## src/rtl/plc_pkg.sv

```systemverilog
// Package for the loop configuration control block: register map, field layout, resets.
// Assumes a classic Wishbone slave with 32-bit data and byte addresses.
package plc_pkg;
    localparam int          ADDR_W          = 8;
    localparam logic [7:0]  OFF_LOOP1       = 8'h00;
    localparam logic [7:0]  OFF_CTRL        = 8'h04;
    localparam logic [7:0]  OFF_FILTER      = 8'h08;
    localparam logic [7:0]  OFF_STATUS      = 8'h0c;
    // Loop one word
    localparam int          POS_PUMP_CUR    = 0;
    localparam int          POS_PUMP_POL    = 3;
    // Control word, global enable kept at b18 as in the device word
    localparam int          POS_XTAL_EN     = 0;
    localparam int          POS_AUX_EN      = 1;
    localparam int          POS_SLEEP       = 2;
    localparam int          POS_DOUBLER     = 3;
    localparam int          POS_GLOBAL_EN   = 18;
    // Filter word
    localparam int          POS_RES3        = 0;
    localparam int          POS_RES4        = 4;
    localparam int          POS_CAP         = 8;
    // Status word
    localparam int          POS_ST_CODE_BAD = 0;
    localparam int          POS_ST_CLK_ON   = 1;
    localparam int          POS_ST_AWAKE    = 2;
    // Reset values
    localparam logic [2:0]  RST_PUMP_CUR    = 3'h2;
    localparam logic        RST_PUMP_POL    = 1'b0;
    localparam logic        RST_XTAL_EN     = 1'b0;
    localparam logic        RST_AUX_EN      = 1'b0;
    localparam logic        RST_GLOBAL_EN   = 1'b1;
    localparam logic        RST_SLEEP       = 1'b0;
    localparam logic        RST_DOUBLER     = 1'b0;
    localparam logic [2:0]  RST_RES         = 3'h0;
    localparam logic [3:0]  RST_CAP         = 4'h0;
    // Code limits
    localparam logic [2:0]  PUMP_MIN_CODE   = 3'h2;
    localparam logic [2:0]  RES_MAX_CODE    = 3'h4;
    localparam logic [3:0]  CAP_MAX_CODE    = 4'hb;
    // Decoded pump current in microamps, indexed by code
    typedef logic [8:0] plc_ua_t;
    typedef enum logic [1:0] {
        PLC_IDLE = 2'b00,
        PLC_ACK  = 2'b01
    } plc_state_t;
endpackage : plc_pkg

```

## src/rtl/plc_loop_config.sv

```systemverilog
// Loop configuration and control registers behind a Wishbone slave.
// Assumes synchronous inputs on ref_clk and a classic single-cycle master.
// What this block does
// - The 3-bit pump current code picks 20, 80, 25, 50, 100 or 400 uA, codes 0 and 1 reserved.
// - Pump polarity 0 suits a negative-slope oscillator and 1 a positive-slope one.
// - The crystal amplifier enable turns the oscillator amplifier off at 0 and on at 1.
// - The auxiliary output enable gates the auxiliary output and resets to 0.
// - The global output enable sits at bit 18 of the control word, is writable, resets to 1.
// - Global enable 0 stops all output clocks on top of the external output enable pin.
// - Sleep at 1 cuts the pump current and every enable, overriding the other enable bits and the pin.
// - Doubler enable routes the loop two reference past its divider through a doubler.
// - Resistor three codes 0 to 4 pick below 600 ohm up to 40 kohm, 5 to 7 invalid.
// - Resistor four codes 0 to 4 pick below 200 ohm up to 40 kohm, 5 to 7 invalid.
// - Capacitor codes 0 to 11 pick twelve capacitor pairs, 12 to 15 reserved.
`timescale 1ns/1ps
module plc_loop_config
(
    input  wire logic                      ref_clk,
    input  wire logic                      srst,
    input  wire logic                      wb_cyc_i,
    input  wire logic                      wb_stb_i,
    input  wire logic                      wb_we_i,
    input  wire logic [plc_pkg::ADDR_W-1:0] wb_adr_i,
    input  wire logic [31:0]               wb_dat_i,
    input  wire logic [3:0]                wb_sel_i,
    output logic      [31:0]               wb_dat_o,
    output logic                           wb_ack_o,
    input  wire logic                      output_enable_pin,
    output logic      [2:0]                loop1_pump_current_sel,
    output logic      [8:0]                loop1_pump_ua,
    output logic                           loop1_pump_polarity,
    output logic                           crystal_amp_enable,
    output logic                           aux_out_enable,
    output logic                           out_clocks_run,
    output logic                           device_sleep,
    output logic                           ref_doubler_enable,
    output logic                           loop2_div_bypass,
    output logic      [2:0]                filter_res_three_sel,
    output logic      [2:0]                filter_res_four_sel,
    output logic      [3:0]                filter_cap_pair_sel,
    output logic                           code_invalid
);
    import plc_pkg::*;

    plc_state_t state;
    logic       pump_pol_r;
    logic [2:0] pump_cur_r;
    logic       xtal_r;
    logic       aux_r;
    logic       glob_r;
    logic       sleep_r;
    logic       dbl_r;
    logic [2:0] res3_r;
    logic [2:0] res4_r;
    logic [3:0] cap_r;
    logic       req;
    logic       wr;
    logic       bad_code;
    logic [31:0] rd_word;
    plc_ua_t    next_ua;

    assign req = wb_cyc_i && wb_stb_i && (state == PLC_IDLE);
    assign wr  = req && wb_we_i;

    // One wait-free cycle: ack in the cycle after the request, then drop for a cycle
    always_ff @(posedge ref_clk) begin
        if (srst) begin
            state    <= PLC_IDLE;
            wb_ack_o <= 1'b0;
        end else begin
            case (state)
                PLC_IDLE: begin
                    wb_ack_o <= req;
                    if (req) begin
                        state <= PLC_ACK;
                    end
                end
                PLC_ACK: begin
                    wb_ack_o <= 1'b0;
                    state    <= PLC_IDLE;
                end
                default: begin
                    wb_ack_o <= 1'b0;
                    state    <= PLC_IDLE;
                end
            endcase
        end
    end

    // Loop one word
    always_ff @(posedge ref_clk) begin
        if (srst) begin
            pump_cur_r <= RST_PUMP_CUR;
            pump_pol_r <= RST_PUMP_POL;
        end else if (wr && wb_adr_i == OFF_LOOP1 && wb_sel_i[0]) begin
            pump_cur_r <= wb_dat_i[POS_PUMP_CUR +: 3];
            pump_pol_r <= wb_dat_i[POS_PUMP_POL];
        end
    end

    // Control word; b18 lives in byte lane 2
    always_ff @(posedge ref_clk) begin
        if (srst) begin
            xtal_r  <= RST_XTAL_EN;
            aux_r   <= RST_AUX_EN;
            sleep_r <= RST_SLEEP;
            dbl_r   <= RST_DOUBLER;
            glob_r  <= RST_GLOBAL_EN;
        end else if (wr && wb_adr_i == OFF_CTRL) begin
            if (wb_sel_i[0]) begin
                xtal_r  <= wb_dat_i[POS_XTAL_EN];
                aux_r   <= wb_dat_i[POS_AUX_EN];
                sleep_r <= wb_dat_i[POS_SLEEP];
                dbl_r   <= wb_dat_i[POS_DOUBLER];
            end
            if (wb_sel_i[2]) begin
                glob_r <= wb_dat_i[POS_GLOBAL_EN];
            end
        end
    end

    // Filter word
    always_ff @(posedge ref_clk) begin
        if (srst) begin
            res3_r <= RST_RES;
            res4_r <= RST_RES;
            cap_r  <= RST_CAP;
        end else if (wr && wb_adr_i == OFF_FILTER) begin
            if (wb_sel_i[0]) begin
                res3_r <= wb_dat_i[POS_RES3 +: 3];
                res4_r <= wb_dat_i[POS_RES4 +: 3];
            end
            if (wb_sel_i[1]) begin
                cap_r <= wb_dat_i[POS_CAP +: 4];
            end
        end
    end

    // Reserved codes are flagged, not corrected; the analog response to them is undefined
    assign bad_code = (pump_cur_r < PUMP_MIN_CODE) || (res3_r > RES_MAX_CODE)
                    || (res4_r > RES_MAX_CODE) || (cap_r > CAP_MAX_CODE);

    always_comb begin
        case (pump_cur_r)
            3'h2:    next_ua = 9'h014;
            3'h3:    next_ua = 9'h050;
            3'h4:    next_ua = 9'h019;
            3'h5:    next_ua = 9'h032;
            3'h6:    next_ua = 9'h064;
            3'h7:    next_ua = 9'h190;
            default: next_ua = 9'h000;
        endcase
    end

    always_comb begin
        rd_word = 32'h0000_0000;
        case (wb_adr_i)
            OFF_LOOP1: begin
                rd_word[POS_PUMP_CUR +: 3] = pump_cur_r;
                rd_word[POS_PUMP_POL]      = pump_pol_r;
            end
            OFF_CTRL: begin
                rd_word[POS_XTAL_EN]   = xtal_r;
                rd_word[POS_AUX_EN]    = aux_r;
                rd_word[POS_SLEEP]     = sleep_r;
                rd_word[POS_DOUBLER]   = dbl_r;
                rd_word[POS_GLOBAL_EN] = glob_r;
            end
            OFF_FILTER: begin
                rd_word[POS_RES3 +: 3] = res3_r;
                rd_word[POS_RES4 +: 3] = res4_r;
                rd_word[POS_CAP +: 4]  = cap_r;
            end
            OFF_STATUS: begin
                rd_word[POS_ST_CODE_BAD] = code_invalid;
                rd_word[POS_ST_CLK_ON]   = out_clocks_run;
                rd_word[POS_ST_AWAKE]    = ~device_sleep;
            end
            default: rd_word = 32'h0000_0000;
        endcase
    end

    always_ff @(posedge ref_clk) begin
        if (srst) begin
            wb_dat_o <= 32'h0000_0000;
        end else begin
            wb_dat_o <= req ? rd_word : 32'h0000_0000;
        end
    end

    // Loop one outputs; the code stays visible in sleep, only the current is cut
    always_ff @(posedge ref_clk) begin
        if (srst) begin
            loop1_pump_current_sel <= RST_PUMP_CUR;
            loop1_pump_ua          <= 9'h000;
            loop1_pump_polarity    <= RST_PUMP_POL;
        end else begin
            loop1_pump_current_sel <= pump_cur_r;
            loop1_pump_ua          <= sleep_r ? 9'h000 : next_ua;
            loop1_pump_polarity    <= pump_pol_r;
        end
    end

    // Sleep forces every enable to its off state, whatever the pin and the other bits say
    always_ff @(posedge ref_clk) begin
        if (srst) begin
            crystal_amp_enable <= RST_XTAL_EN;
            aux_out_enable     <= RST_AUX_EN;
            out_clocks_run     <= 1'b0;
            device_sleep       <= RST_SLEEP;
            ref_doubler_enable <= RST_DOUBLER;
            loop2_div_bypass   <= RST_DOUBLER;
        end else begin
            crystal_amp_enable <= xtal_r && !sleep_r;
            aux_out_enable     <= aux_r && !sleep_r;
            out_clocks_run     <= glob_r && output_enable_pin && !sleep_r;
            device_sleep       <= sleep_r;
            ref_doubler_enable <= dbl_r && !sleep_r;
            loop2_div_bypass   <= dbl_r && !sleep_r;
        end
    end

    // Filter selections are plain copies; invalid codes pass and only raise the flag
    always_ff @(posedge ref_clk) begin
        if (srst) begin
            filter_res_three_sel <= RST_RES;
            filter_res_four_sel  <= RST_RES;
            filter_cap_pair_sel  <= RST_CAP;
        end else begin
            filter_res_three_sel <= res3_r;
            filter_res_four_sel  <= res4_r;
            filter_cap_pair_sel  <= cap_r;
        end
    end

    // Flag lags the fields by one cycle like every other output
    always_ff @(posedge ref_clk) begin
        if (srst) begin
            code_invalid <= 1'b0;
        end else begin
            code_invalid <= bad_code;
        end
    end

    // Bus handshake: one answer a cycle after the request, data only with it
    chk_ack_answer: assert property (@(posedge ref_clk) disable iff (srst)
        wb_cyc_i && wb_stb_i && state == PLC_IDLE |=> wb_ack_o)
        else $error("request not answered in one cycle");
    chk_ack_once: assert property (@(posedge ref_clk) disable iff (srst)
        wb_ack_o |=> !wb_ack_o)
        else $error("ack held two cycles");
    chk_ack_data: assert property (@(posedge ref_clk) disable iff (srst)
        !wb_ack_o |-> wb_dat_o == 32'h0000_0000)
        else $error("read data driven without ack");

    // Loop one pump magnitude and polarity
    chk_pump_rsv: assert property (@(posedge ref_clk) disable iff (srst)
        pump_cur_r < PUMP_MIN_CODE |=> loop1_pump_ua == 9'h000 && code_invalid)
        else $error("reserved pump code not flagged");
    chk_pump_three: assert property (@(posedge ref_clk) disable iff (srst)
        pump_cur_r == 3'h3 && !sleep_r |=> loop1_pump_ua == 9'h050)
        else $error("pump code 3 not 80 uA");
    chk_pump_four: assert property (@(posedge ref_clk) disable iff (srst)
        pump_cur_r == 3'h4 && !sleep_r |=> loop1_pump_ua == 9'h019)
        else $error("pump code 4 not 25 uA");
    chk_pump_five: assert property (@(posedge ref_clk) disable iff (srst)
        pump_cur_r == 3'h5 && !sleep_r |=> loop1_pump_ua == 9'h032)
        else $error("pump code 5 not 50 uA");
    chk_pump_six: assert property (@(posedge ref_clk) disable iff (srst)
        pump_cur_r == 3'h6 && !sleep_r |=> loop1_pump_ua == 9'h064)
        else $error("pump code 6 not 100 uA");
    chk_pump_top: assert property (@(posedge ref_clk) disable iff (srst)
        pump_cur_r == 3'h7 && !sleep_r |=> loop1_pump_ua == 9'h190)
        else $error("pump code 7 not 400 uA");
    chk_code_copy: assert property (@(posedge ref_clk) disable iff (srst)
        1'b1 |=> loop1_pump_current_sel == $past(pump_cur_r))
        else $error("pump code output does not follow the field");
    chk_pol_follow: assert property (@(posedge ref_clk) disable iff (srst)
        1'b1 |=> loop1_pump_polarity == $past(pump_pol_r))
        else $error("polarity output does not follow the field");

    // Control word enables, global gate and sleep override
    chk_xtal_on: assert property (@(posedge ref_clk) disable iff (srst)
        xtal_r && !sleep_r |=> crystal_amp_enable)
        else $error("crystal amp not on");
    chk_xtal_off: assert property (@(posedge ref_clk) disable iff (srst)
        !xtal_r |=> !crystal_amp_enable)
        else $error("crystal amp on while its bit is low");
    chk_aux_on: assert property (@(posedge ref_clk) disable iff (srst)
        aux_r && !sleep_r |=> aux_out_enable)
        else $error("aux output not enabled");
    chk_aux_off: assert property (@(posedge ref_clk) disable iff (srst)
        !aux_r |=> !aux_out_enable)
        else $error("aux output enabled while its bit is low");
    chk_aux_reset: assert property (@(posedge ref_clk) disable iff (srst)
        $fell(srst) |-> !aux_r)
        else $error("aux enable not low after reset");
    chk_glob_write: assert property (@(posedge ref_clk) disable iff (srst)
        wr && wb_adr_i == OFF_CTRL && wb_sel_i[2] |=> glob_r == $past(wb_dat_i[POS_GLOBAL_EN]))
        else $error("global enable not at bit 18");
    chk_glob_reset: assert property (@(posedge ref_clk) disable iff (srst)
        $fell(srst) |-> glob_r)
        else $error("global enable not high after reset");
    chk_clk_gate: assert property (@(posedge ref_clk) disable iff (srst)
        !glob_r |=> !out_clocks_run)
        else $error("clocks run with global enable low");
    chk_clk_run: assert property (@(posedge ref_clk) disable iff (srst)
        !srst && glob_r && output_enable_pin && !sleep_r |=> out_clocks_run)
        else $error("clocks stopped with every enable high");
    chk_pin_gate: assert property (@(posedge ref_clk) disable iff (srst)
        !output_enable_pin |=> !out_clocks_run)
        else $error("clocks run with the enable pin low");
    chk_sleep_over: assert property (@(posedge ref_clk) disable iff (srst)
        sleep_r |=> !crystal_amp_enable && !aux_out_enable && !ref_doubler_enable
        && !loop2_div_bypass && !out_clocks_run && loop1_pump_ua == 9'h000)
        else $error("sleep did not override outputs");
    chk_sleep_show: assert property (@(posedge ref_clk) disable iff (srst)
        1'b1 |=> device_sleep == $past(sleep_r))
        else $error("sleep output does not follow its bit");
    chk_bypass_pair: assert property (@(posedge ref_clk) disable iff (srst)
        dbl_r && !sleep_r |=> ref_doubler_enable && loop2_div_bypass)
        else $error("doubler set but divider not bypassed");
    chk_dbl_off: assert property (@(posedge ref_clk) disable iff (srst)
        !dbl_r |=> !ref_doubler_enable && !loop2_div_bypass)
        else $error("divider bypassed with doubler bit low");
    chk_dbl_reset: assert property (@(posedge ref_clk) disable iff (srst)
        $fell(srst) |-> !dbl_r)
        else $error("doubler enable not low after reset");

    // Loop two filter selections and the invalid-code flag
    chk_res_flag: assert property (@(posedge ref_clk) disable iff (srst)
        res3_r > RES_MAX_CODE |=> code_invalid)
        else $error("invalid resistor three code unflagged");
    chk_res_four_flag: assert property (@(posedge ref_clk) disable iff (srst)
        res4_r > RES_MAX_CODE |=> code_invalid)
        else $error("invalid resistor four code unflagged");
    chk_res_copy: assert property (@(posedge ref_clk) disable iff (srst)
        1'b1 |=> filter_res_three_sel == $past(res3_r))
        else $error("resistor three output does not follow the field");
    chk_res_four_copy: assert property (@(posedge ref_clk) disable iff (srst)
        1'b1 |=> filter_res_four_sel == $past(res4_r))
        else $error("resistor four output does not follow the field");
    chk_cap_flag: assert property (@(posedge ref_clk) disable iff (srst)
        cap_r > CAP_MAX_CODE |=> code_invalid)
        else $error("reserved capacitor code unflagged");
    chk_cap_copy: assert property (@(posedge ref_clk) disable iff (srst)
        1'b1 |=> filter_cap_pair_sel == $past(cap_r))
        else $error("capacitor output does not follow the field");
    chk_flag_clear: assert property (@(posedge ref_clk) disable iff (srst)
        !bad_code |=> !code_invalid)
        else $error("flag raised with every code valid");
endmodule : plc_loop_config

```

## config.mk

```make
export PLATFORM = sky130hd
export DESIGN_NAME = plc_loop_config
export DESIGN_NICKNAME = d
export VERILOG_FILES = /design/src/rtl/plc_pkg.sv /design/src/rtl/plc_loop_config.sv
export SDC_FILE = /design/constraint.sdc
export NUM_CORES = 1
export LEC_CHECK = 0
export BUFFER_PORTS_ARGS = -buffer_cell sky130_fd_sc_hd__buf_2
export CAP_MARGIN = 20
export CELL_PAD_IN_SITES_DETAIL_PLACEMENT = 0
export CELL_PAD_IN_SITES_GLOBAL_PLACEMENT = 1
export CORE_ASPECT_RATIO = 0.8
export CORE_MARGIN = 2
export CORE_UTILIZATION = 35
export CTS_CLUSTER_DIAMETER = 200
export CTS_CLUSTER_SIZE = 24
export DETAILED_ROUTE_END_ITERATION = 7
export PLACE_DENSITY = 0.89
export SLEW_MARGIN = 20
export SYNTH_ARGS = -nofsm -noshare
export SYNTH_HDL_FRONTEND = slang
export SYNTH_SLANG_ARGS = --single-unit
```

## constraint.sdc

```tcl
create_clock -name ref_clk -period 3.6 [get_ports ref_clk]
set_input_delay 0.72 -clock ref_clk [delete_from_list [all_inputs] [get_ports ref_clk]]
set_output_delay 0.72 -clock ref_clk [all_outputs]
set_load 0.005 [all_outputs]
```

**Yosys cells after proc, flatten, opt, wreduce, memory -nomap -nowiden**

Cells that the tools add are included.

- Order comparisons: 4
- Eq/ne operators: 9
- Mux-type cells: 3
- Bitwise logic cells: 5
- Reductions and logical operators: 27

Operators by type and width:

| kind | count |
|---|---|
| one-hot mux 9 bit (6 select lines) | 1 |
| == test 8 x 4 -> 1 bit (second input constant) | 2 |
| == test 3 bit (second input constant) | 4 |
| logical AND 1 bit | 12 |
| one-hot mux 3 bit (4 select lines) | 1 |
| == test 8 x 3 -> 1 bit (second input constant) | 1 |
| logical NOT 8 bit | 1 |
| AND reduction 2 bit | 4 |
| == test 3 x 2 -> 1 bit (second input constant) | 2 |
| > comparator 3 bit (second input constant) | 2 |
| OR reduction 2 bit | 3 |
| OR reduction 3 bit | 2 |
| inverter 1 bit | 5 |
| > comparator 4 bit (second input constant) | 1 |
| logical OR 1 bit | 3 |
| < comparator 3 x 2 -> 1 bit (second input constant) | 1 |
| logical NOT 2 bit | 1 |
| one-hot mux 1 bit (2 select lines) | 1 |
| logical NOT 1 bit | 1 |

- Register bits: 82
- Bits of input ports: 50
- Output and inout port bits: 63

**Logic depth before layout (Yosys ltp)**

Gate-level depths: netlist of the first run.

- Depth in word-level cells: 5
- Gate-level depth with buffers: 4
- Depth with buffers taken out: 3

**Worst setup path before layout of the first run**

OpenSTA, ideal clock, no wires.

- Path kind: input to register
- Start: input port wb_adr_i[1] (netlist bit)
- End: register res4_r[0]
- Setup time: 0.121 ns
- Data arrival time: 2.162 ns
- Setup slack: 1.317 ns
- Stages: 4
- Buffers on the path: 1
- Cells stage by stage: or4_1 -> buf_6 -> nor4_4 -> mux2_2

- Word-level cells in the longest chain between the ends: 3

Ends and longest elaborated chain:

| item | RTL line | text |
|---|---|---|
| start: declaration | plc_loop_config.sv:23 | `input wire logic [plc_pkg::ADDR_W-1:0] wb_adr_i,` |
| == test 8 x 4 -> 1 bit | plc_loop_config.sv:128 | `end else if (wr && wb_adr_i == OFF_FILTER) begin` |
| logical AND 1 bit | plc_loop_config.sv:128 |  |
| AND reduction 2 bit (no line) | n/a |  |
| end signal: assignment | plc_loop_config.sv:131 | `res4_r <= wb_dat_i[POS_RES4 +: 3];` |
| end: declaration | plc_loop_config.sv:54 | `logic [2:0] res4_r;` |

No other way between the ends.
A chain may end at the register's enable or synchronous reset.

**Worst setup path in the final report of the first run**

- Start: input port wb_adr_i[1] (netlist bit)
- End: register res4_r[2]

The elaborated chain is that of the path after synthesis.

==> results of run 1 <==
-- routing by layer --
metal / wire length [um] / part of all wire (%)
met1: 2050 / 45
met2: 2070 / 45
met3: 382 / 8.4
met4: 70 / 1.5
met5: 0 / 0
-- logic make-up after synthesis --
group / Yosys count / share of synthesized area [%]
and+or+nand+nor: 79 / 23.7
other: 1 / 0.161
DFF: 60 / 51.6
muxes: 22 / 10.9
buffers and inverters: 41 / 10.6
AOI/OAI and AO/OA: 9 / 2.26
xor gates and xnor gates: 2 / 0.752
-- per-stage QoR --
| stage | cells | setup slack [ns] |
|---|---|---|
| floorplan | 233 | 1.32 |
| global placement | 356 | 0.934 |
| detailed placement | 356 | 0.886 |
| CTS | 372 | 1.25 |
| global route | 372 | 1.21 |
| finish | 372 | 1.26 |
-- sequential cells by signal (all words and copies together) (netlist names), 3 cells and up --
name	cells
filter_res_four_sel	3
filter_cap_pair_sel	4
pump_cur_r	3
res4_r	3
cap_r	4
loop1_pump_ua	7
res3_r	3
loop1_pump_current_sel	3
filter_res_three_sel	3
wb_dat_o	12
-- path summary, 6_finish.rpt --
path                     from           to  slack (ns)
setup / recovery  wb_adr_i[1]    res4_r[2]        1.26
hold / removal       cap_r[0]  wb_dat_o[8]        0.45
setup reg to reg     state[0]    res4_r[2]        1.63
hold reg to reg      cap_r[0]  wb_dat_o[8]        0.45
-- layout make-up --
type	instances	area (um^2)
tap	84	105
inverter	9	33.8
clock buffer	9	124
multi-input combinational	132	951
timing repair buffer	71	355
sequential	60	1200
fill	618	3560
clock inverter	7	76.3
-- power groups by stage --
stage                     Combinational (mW)  Clock [mW]  Sequential [mW]
after floorplan                       0.0504           0            0.683
after global placement                0.0576           0            0.682
after detailed placement              0.0590           0            0.683
after CTS                             0.0591       0.619            0.667
after global routing                  0.0664       0.645            0.667
final                                 0.0591       0.603            0.667
-- Yosys cell counts (2+ instances only) --
cell type  instances
nor4_1             4
and2_1            10
mux4_2             2
xnor2_1            2
a31oi_1            2
nor4_4             4
mux2i_1           13
o21ai_0            4
nor2b_1           18
nand2_1            2
nor3_1             2
nand4b_1           4
nor2_1            10
inv_1              9
a211oi_1           2
buf_4             23
nand2b_1          14
nand3b_1           2
nor4bb_1           2
dfxtp_1           60
clkbuf_1           7
mux2_2             7
-- cells in the final DEF, fill, tap and decap left out, types with 2 or more instances in the layout --
cell	instances
buf_2	71
nor2b_1	18
mux4_2	2
nand4b_1	4
clkbuf_8	9
nand3b_1	2
clkinv_4	2
a211oi_1	2
mux2i_1	13
inv_1	9
conb_1	20
nor4bb_1	2
o21ai_0	4
nand2b_1	14
a31oi_1	2
nor4_4	4
nor4_1	4
dfxtp_1	60
mux2_2	7
xnor2_1	2
clkinvlp_4	2
and2_1	10
nor2_1	10
nand2_1	2
nor3_1	2
==> flow_summary.json, run 1 <==
{
  "setup_viol": 0,
  "relSlewSlack_pct": 59.5,
  "dpl.hpwl_mm": 3.34,
  "root_buffer": "clkbuf_8",
  "critPathMaxFanout": 6,
  "final_core_util_pct": 44.4,
  "dieHeight_um": 77.0,
  "peakVddDrop_mv": 0.222,
  "ys_types": 33,
  "slowest_stage": "or4_1",
  "first_global_vias": 1537,
  "yosysTopAreaCell": "dfxtp_1",
  "syn_area_mm2": 0.00233,
  "slew_viol_final": 0,
  "status": "completed",
  "post_cts_buffers": 0,
  "post_cts_resized": 0,
  "area_growth_pct": 22.2,
  "cts_max_path_buffers": 2,
  "gp_congestion": 0.735,
  "synth_top_area_share_pct": 51.6,
  "hold_viol": 0,
  "use_met1_pct": 16.0,
  "dpl_cell_area_mm2": 0.00265,
  "r2r_cells": 3,
  "clock_sinks": 60,
  "max-cap-violations": 0,
  "fin_total_pwr_mw": 1.33,
  "synthFlopType": "dfxtp_1",
  "detail-route-antenna-nets": 0,
  "num_rows": 26,
  "wl_per_cell_um": 12.3,
  "final_net_count": 333,
  "ioPinCount": 113,
  "post-route-period-util_pct": 65.1,
  "path_buf_inv": 1,
  "grt.total_usage_pct": 13.3,
  "via_count": 1617,
  "p_sw_mw": 0.316,
  "drt_pass1_iterations": 4,
  "ctsHtreeMaxLevel": 3,
  "initial_core_util_pct": 36.3,
  "endpoint_kind": "register",
  "core_mm2": 0.00641,
  "yosysSeqAreaShare_pct": 51.6,
  "finalSetupTns_ns": 0,
  "crit_cells": 4,
  "power.density_mw_per_mm2": 467,
  "skew_ns": 0.00887,
  "use_met2_pct": 20.8,
  "pwr-share-clk_pct": 45.4,
  "tightest_slew_ns": 0.603,
  "drt_iter0_drc": 55,
  "fin_crit_ns": 2.34,
  "hp-class": "register to register",
  "critPathKind": "primary input to register",
  "sequentialPowerShare_pct": 50.2,
  "slowest_delay_ns": 0.73,
  "synth_cells": 214,
  "grt_start_max_net_pins": 37,
  "top_usage_layer": "met2",
  "io_buffers": 71,
  "grtUsageMet3_pct": 5.99,
  "intPower_mw": 1.01,
  "yosys_warnings": 0,
  "required_ns": 3.83,
  "async_flop_share_pct": 0,
  "comb_power_share_pct": 4.4,
  "start_kind": "primary input",
  "antennaDiodeCount": 0,
  "hold_path_depth": 1,
  "crit_chain": "buf_2 > or4_1 > nor4_4 > mux2_2",
  "synthTopCellsByArea": "dfxtp_1 52%, buf_4 7.4%, mux2i_1 5.6%",
  "hold_buffers": 0,
  "crit_family": "simple AND/OR/NAND/NOR gates",
  "grt_remaining_overflow": 0,
  "synth-seq-cells": 60,
  "stdcell_area_mm2": 0.00285,
  "vias_per_cell": 4.35,
  "fin_hold_ws_ns": 0.450,
  "clk_pin_slew_ns": 0.07,
  "clock.fmax_mhz": 427,
  "clock_latency_ns": 0.34,
  "synth-edff-count": 0,
  "swShare_pct": 23.7,
  "drc": 0,
  "drive_gt1_share_pct": 35.1,
  "rsz0062_at_grt": "false",
  "worstPathArrival_ns": 2.57,
  "synth.avg_cell_area_um2": 10.9,
  "p_leak_nw": 1.33,
  "cts_tree": "yes",
  "die_x_um": 95.2,
  "grt_pass1_wl_mm": 7.29,
  "cts_buffers": 9,
  "antenna_found_initial": 0,
  "drt-total-wl_mm": 4.57,
  "die_area_mm2": 0.00733
}
No activity file was read; power rests on OpenSTA's default activity.
==> run 2: changes to the inputs <==
--- a/config.mk
+++ b/config.mk
@@ -5,17 +5,18 @@
 export SDC_FILE = /design/constraint.sdc
 export NUM_CORES = 1
 export LEC_CHECK = 0
+export ABC_AREA = 1
 export BUFFER_PORTS_ARGS = -buffer_cell sky130_fd_sc_hd__buf_2
 export CAP_MARGIN = 20
 export CELL_PAD_IN_SITES_DETAIL_PLACEMENT = 0
 export CELL_PAD_IN_SITES_GLOBAL_PLACEMENT = 1
 export CORE_ASPECT_RATIO = 0.8
 export CORE_MARGIN = 2
-export CORE_UTILIZATION = 35
+export CORE_UTILIZATION = 28
 export CTS_CLUSTER_DIAMETER = 200
 export CTS_CLUSTER_SIZE = 24
 export DETAILED_ROUTE_END_ITERATION = 7
-export PLACE_DENSITY = 0.89
+export PLACE_DENSITY = 0.82
 export SLEW_MARGIN = 20
 export SYNTH_ARGS = -nofsm -noshare
 export SYNTH_HDL_FRONTEND = slang
==> constraint.sdc (replaced) <==
create_clock -name ref_clk -period 2.1 [get_ports ref_clk]
set_input_delay 0.42 -clock ref_clk [delete_from_list [all_inputs] [get_ports ref_clk]]
set_output_delay 0.42 -clock ref_clk [all_outputs]
set_load 0.005 [all_outputs]
==> flow_summary.json, run 2 <==
{
  "clock_sinks": 60,
  "yosys_warnings": 0,
  "hp-class": "primary input to register",
  "r2r_cells": 7,
  "async_flop_share_pct": 0,
  "critPathMaxFanout": 12,
  "ys_types": 22,
  "post_cts_buffers": 0,
  "max-cap-violations": 0,
  "via_count": 1907,
  "synth-seq-cells": 60,
  "syn_area_mm2": 0.00229,
  "ctsHtreeMaxLevel": 3,
  "gp_congestion": 0.818,
  "finalSetupTns_ns": 0,
  "hold_viol": 0,
  "synthTopCellsByArea": "dfxtp_1 52%, nor2_1 13%, nand2_1 10%",
  "synth_common_cells": "79 x nor2_1, 62 x nand2_1, 60 x dfxtp_1, 32 x inv_1, 23 x buf_4",
  "worstReg2RegStart": "state[0]",
  "fin_hold_ws_ns": 0.307,
  "setup_slack_ns": 0.781,
  "cts_max_path_buffers": 2,
  "die_x_um": 105,
  "min_from": "wb_dat_i[5]",
  "post_cts_resized": 0,
  "vias_per_cell": 3.88,
  "clock.fmax_mhz": 758,
  "setup_viol": 0,
  "required_ns": 2.38,
  "synth-edff-count": 0,
  "grt.total_usage_pct": 12.4,
  "drc": 0,
  "dieHeight_um": 84.9,
  "final_core_util_pct": 36.4,
  "hold_buffers": 0,
  "synth.avg_cell_area_um2": 7.56,
  "status": "completed",
  "antennaDiodeCount": 0,
  "largestRegisters": "wb_dat_o x12, loop1_pump_ua x7",
  "io_buffers": 71,
  "drt-total-wl_mm": 5.18,
  "grt_remaining_overflow": 0,
  "cts_tree": "yes",
  "synth.most_common_cell": "nor2_1",
  "clk_pin_slew_ns": 0.07,
  "endpoint_kind": "register",
  "start_kind": "register",
  "rsz0062_at_grt": "false",
  "dpl.hpwl_mm": 3.84,
  "drt_iter0_drc": 45,
  "peakVddDrop_mv": 0.433,
  "hold_end": "res4_r[1]",
  "yosysTopAreaCell": "dfxtp_1",
  "grt_pass1_wl_mm": 8.42,
  "largest_reg_flops": 12,
  "grt_start_max_net_pins": 22,
  "drive_gt1_share_pct": 26.6,
  "antenna_found_initial": 0,
  "detail-route-antenna-nets": 0,
  "synth_cells": 303,
  "mostFrequentLayoutCells": "79 x nor2_1, 71 x buf_2, 62 x nand2_1, 60 x dfxtp_1, 32 x inv_1",
  "pre_cts_slack_ns": 0.534,
  "drt_pass1_iterations": 4,
  "post-route-period-util_pct": 62.8,
  "yosysSeqAreaShare_pct": 52.4,
  "clock_latency_ns": 0.34,
  "die_area_mm2": 0.00893,
  "hold_path_depth": 3,
  "first_global_vias": 1772,
  "wl_per_cell_um": 10.6,
  "cts_buffers": 9,
  "final_net_count": 428,
  "critPathKind": "register to register",
  "final_common_cell": "nor2_1",
  "p_leak_nw": 1.55,
  "area_growth_pct": 26.1,
  "regMostFlops": "wb_dat_o",
  "synthFlopType": "dfxtp_1",
  "root_buffer": "clkbuf_8",
  "slew_viol_final": 0,
  "reg2reg_to": "res3_r[2]",
  "skew_ns": 0.00979,
  "num_rows": 29,
  "power.density_mw_per_mm2": 825,
  "reg2reg_slack_ns": 0.78,
  "synth_top_area_share_pct": 52.4,
  "worstPathArrival_ns": 1.59,
  "initial_core_util_pct": 28.8,
  "fin_crit_ns": 1.32,
  "core_mm2": 0.00795,
  "ioPinCount": 113
}
## run 2: cell types whose count changed after synthesis, moves of 10 or more
| cell | before | now |
|---|---|---|
| inv_1 | 9 | 32 |
| nand2b_1 | 14 | 0 |
| nand3_1 | 1 | 16 |
| and2_1 | 10 | 0 |
| nand2_1 | 2 | 62 |
| mux2i_1 | 13 | 0 |
| nor2b_1 | 18 | 0 |
| nor2_1 | 10 | 79 |
## run 2: logic make-up (layout without fill, tap and decap cells)
family / count (synthesis) / in the layout / synth area share, %
AOI/OAI and AO/OA: 7 / 7 / 1.64
DFF: 60 / 60 / 52.4
buffers and inverters: 62 / 123 / 14.4
other: 1 / 20 / 0.164
and+or+nand+nor: 173 / 173 / 31.3
## run 2: worst max path at each step
stage,from,to,slack (ns),depth (start not counted)
floorplan,wb_adr_i[7],res3_r[0],0.88,7
global placement,srst,wb_dat_o[4],0.59,6
detailed placement,srst,wb_dat_o[5],0.53,6
CTS,state[0],res3_r[2],0.77,7
global route,state[0],res4_r[0],0.62,6
finish,state[0],res3_r[2],0.78,7
## run 2: final cells by class
class / instances / area (um^2)
fillers: 874 / 5060
well taps: 108 / 135
clock inverters: 6 / 86.3
inverters: 34 / 128
flip-flops and latches: 60 / 1200
clock buffers: 10 / 138
repair buffers: 73 / 370
multi-input cells: 200 / 831
## run 2: per-stage QoR
stage | area [um^2] | power [mW] | instances
final | 2890 | 2.38 | 491
after global routing | 2890 | 2.50 | 491
after CTS | 2890 | 2.43 | 491
after detailed placement | 2670 | 1.26 | 475
after global placement | 2670 | 1.26 | 475
after floorplan | 2360 | 1.24 | 322
## run 2: where the power goes
part	internal (mW)	switching, mW	total [mW]
logic	0.0317	0.0579	0.0897
clock network	0.700	0.451	1.15
registers	1.14	0.00165	1.14
## run 2: critical path, stage by stage (launching register included)
cell and delay [ns]:
dfxtp_1 0.30, inv_1 0.07, nand4_1 0.16, nor2_2 0.26
nand2_2 0.22, nand2_1 0.12, nand2_1 0.05, nor2_1 0.09
## run 2: layer usage
layer	part of all wire, %	global-route usage [%]	wire, um	vias up
met3	7.5	5.45	387	6
met4	1.2	4.36	60	0
met2	46	19.6	2380	69
li1	-	-	-	1018
met5	0	0	0	-
met1	45	15.2	2350	814
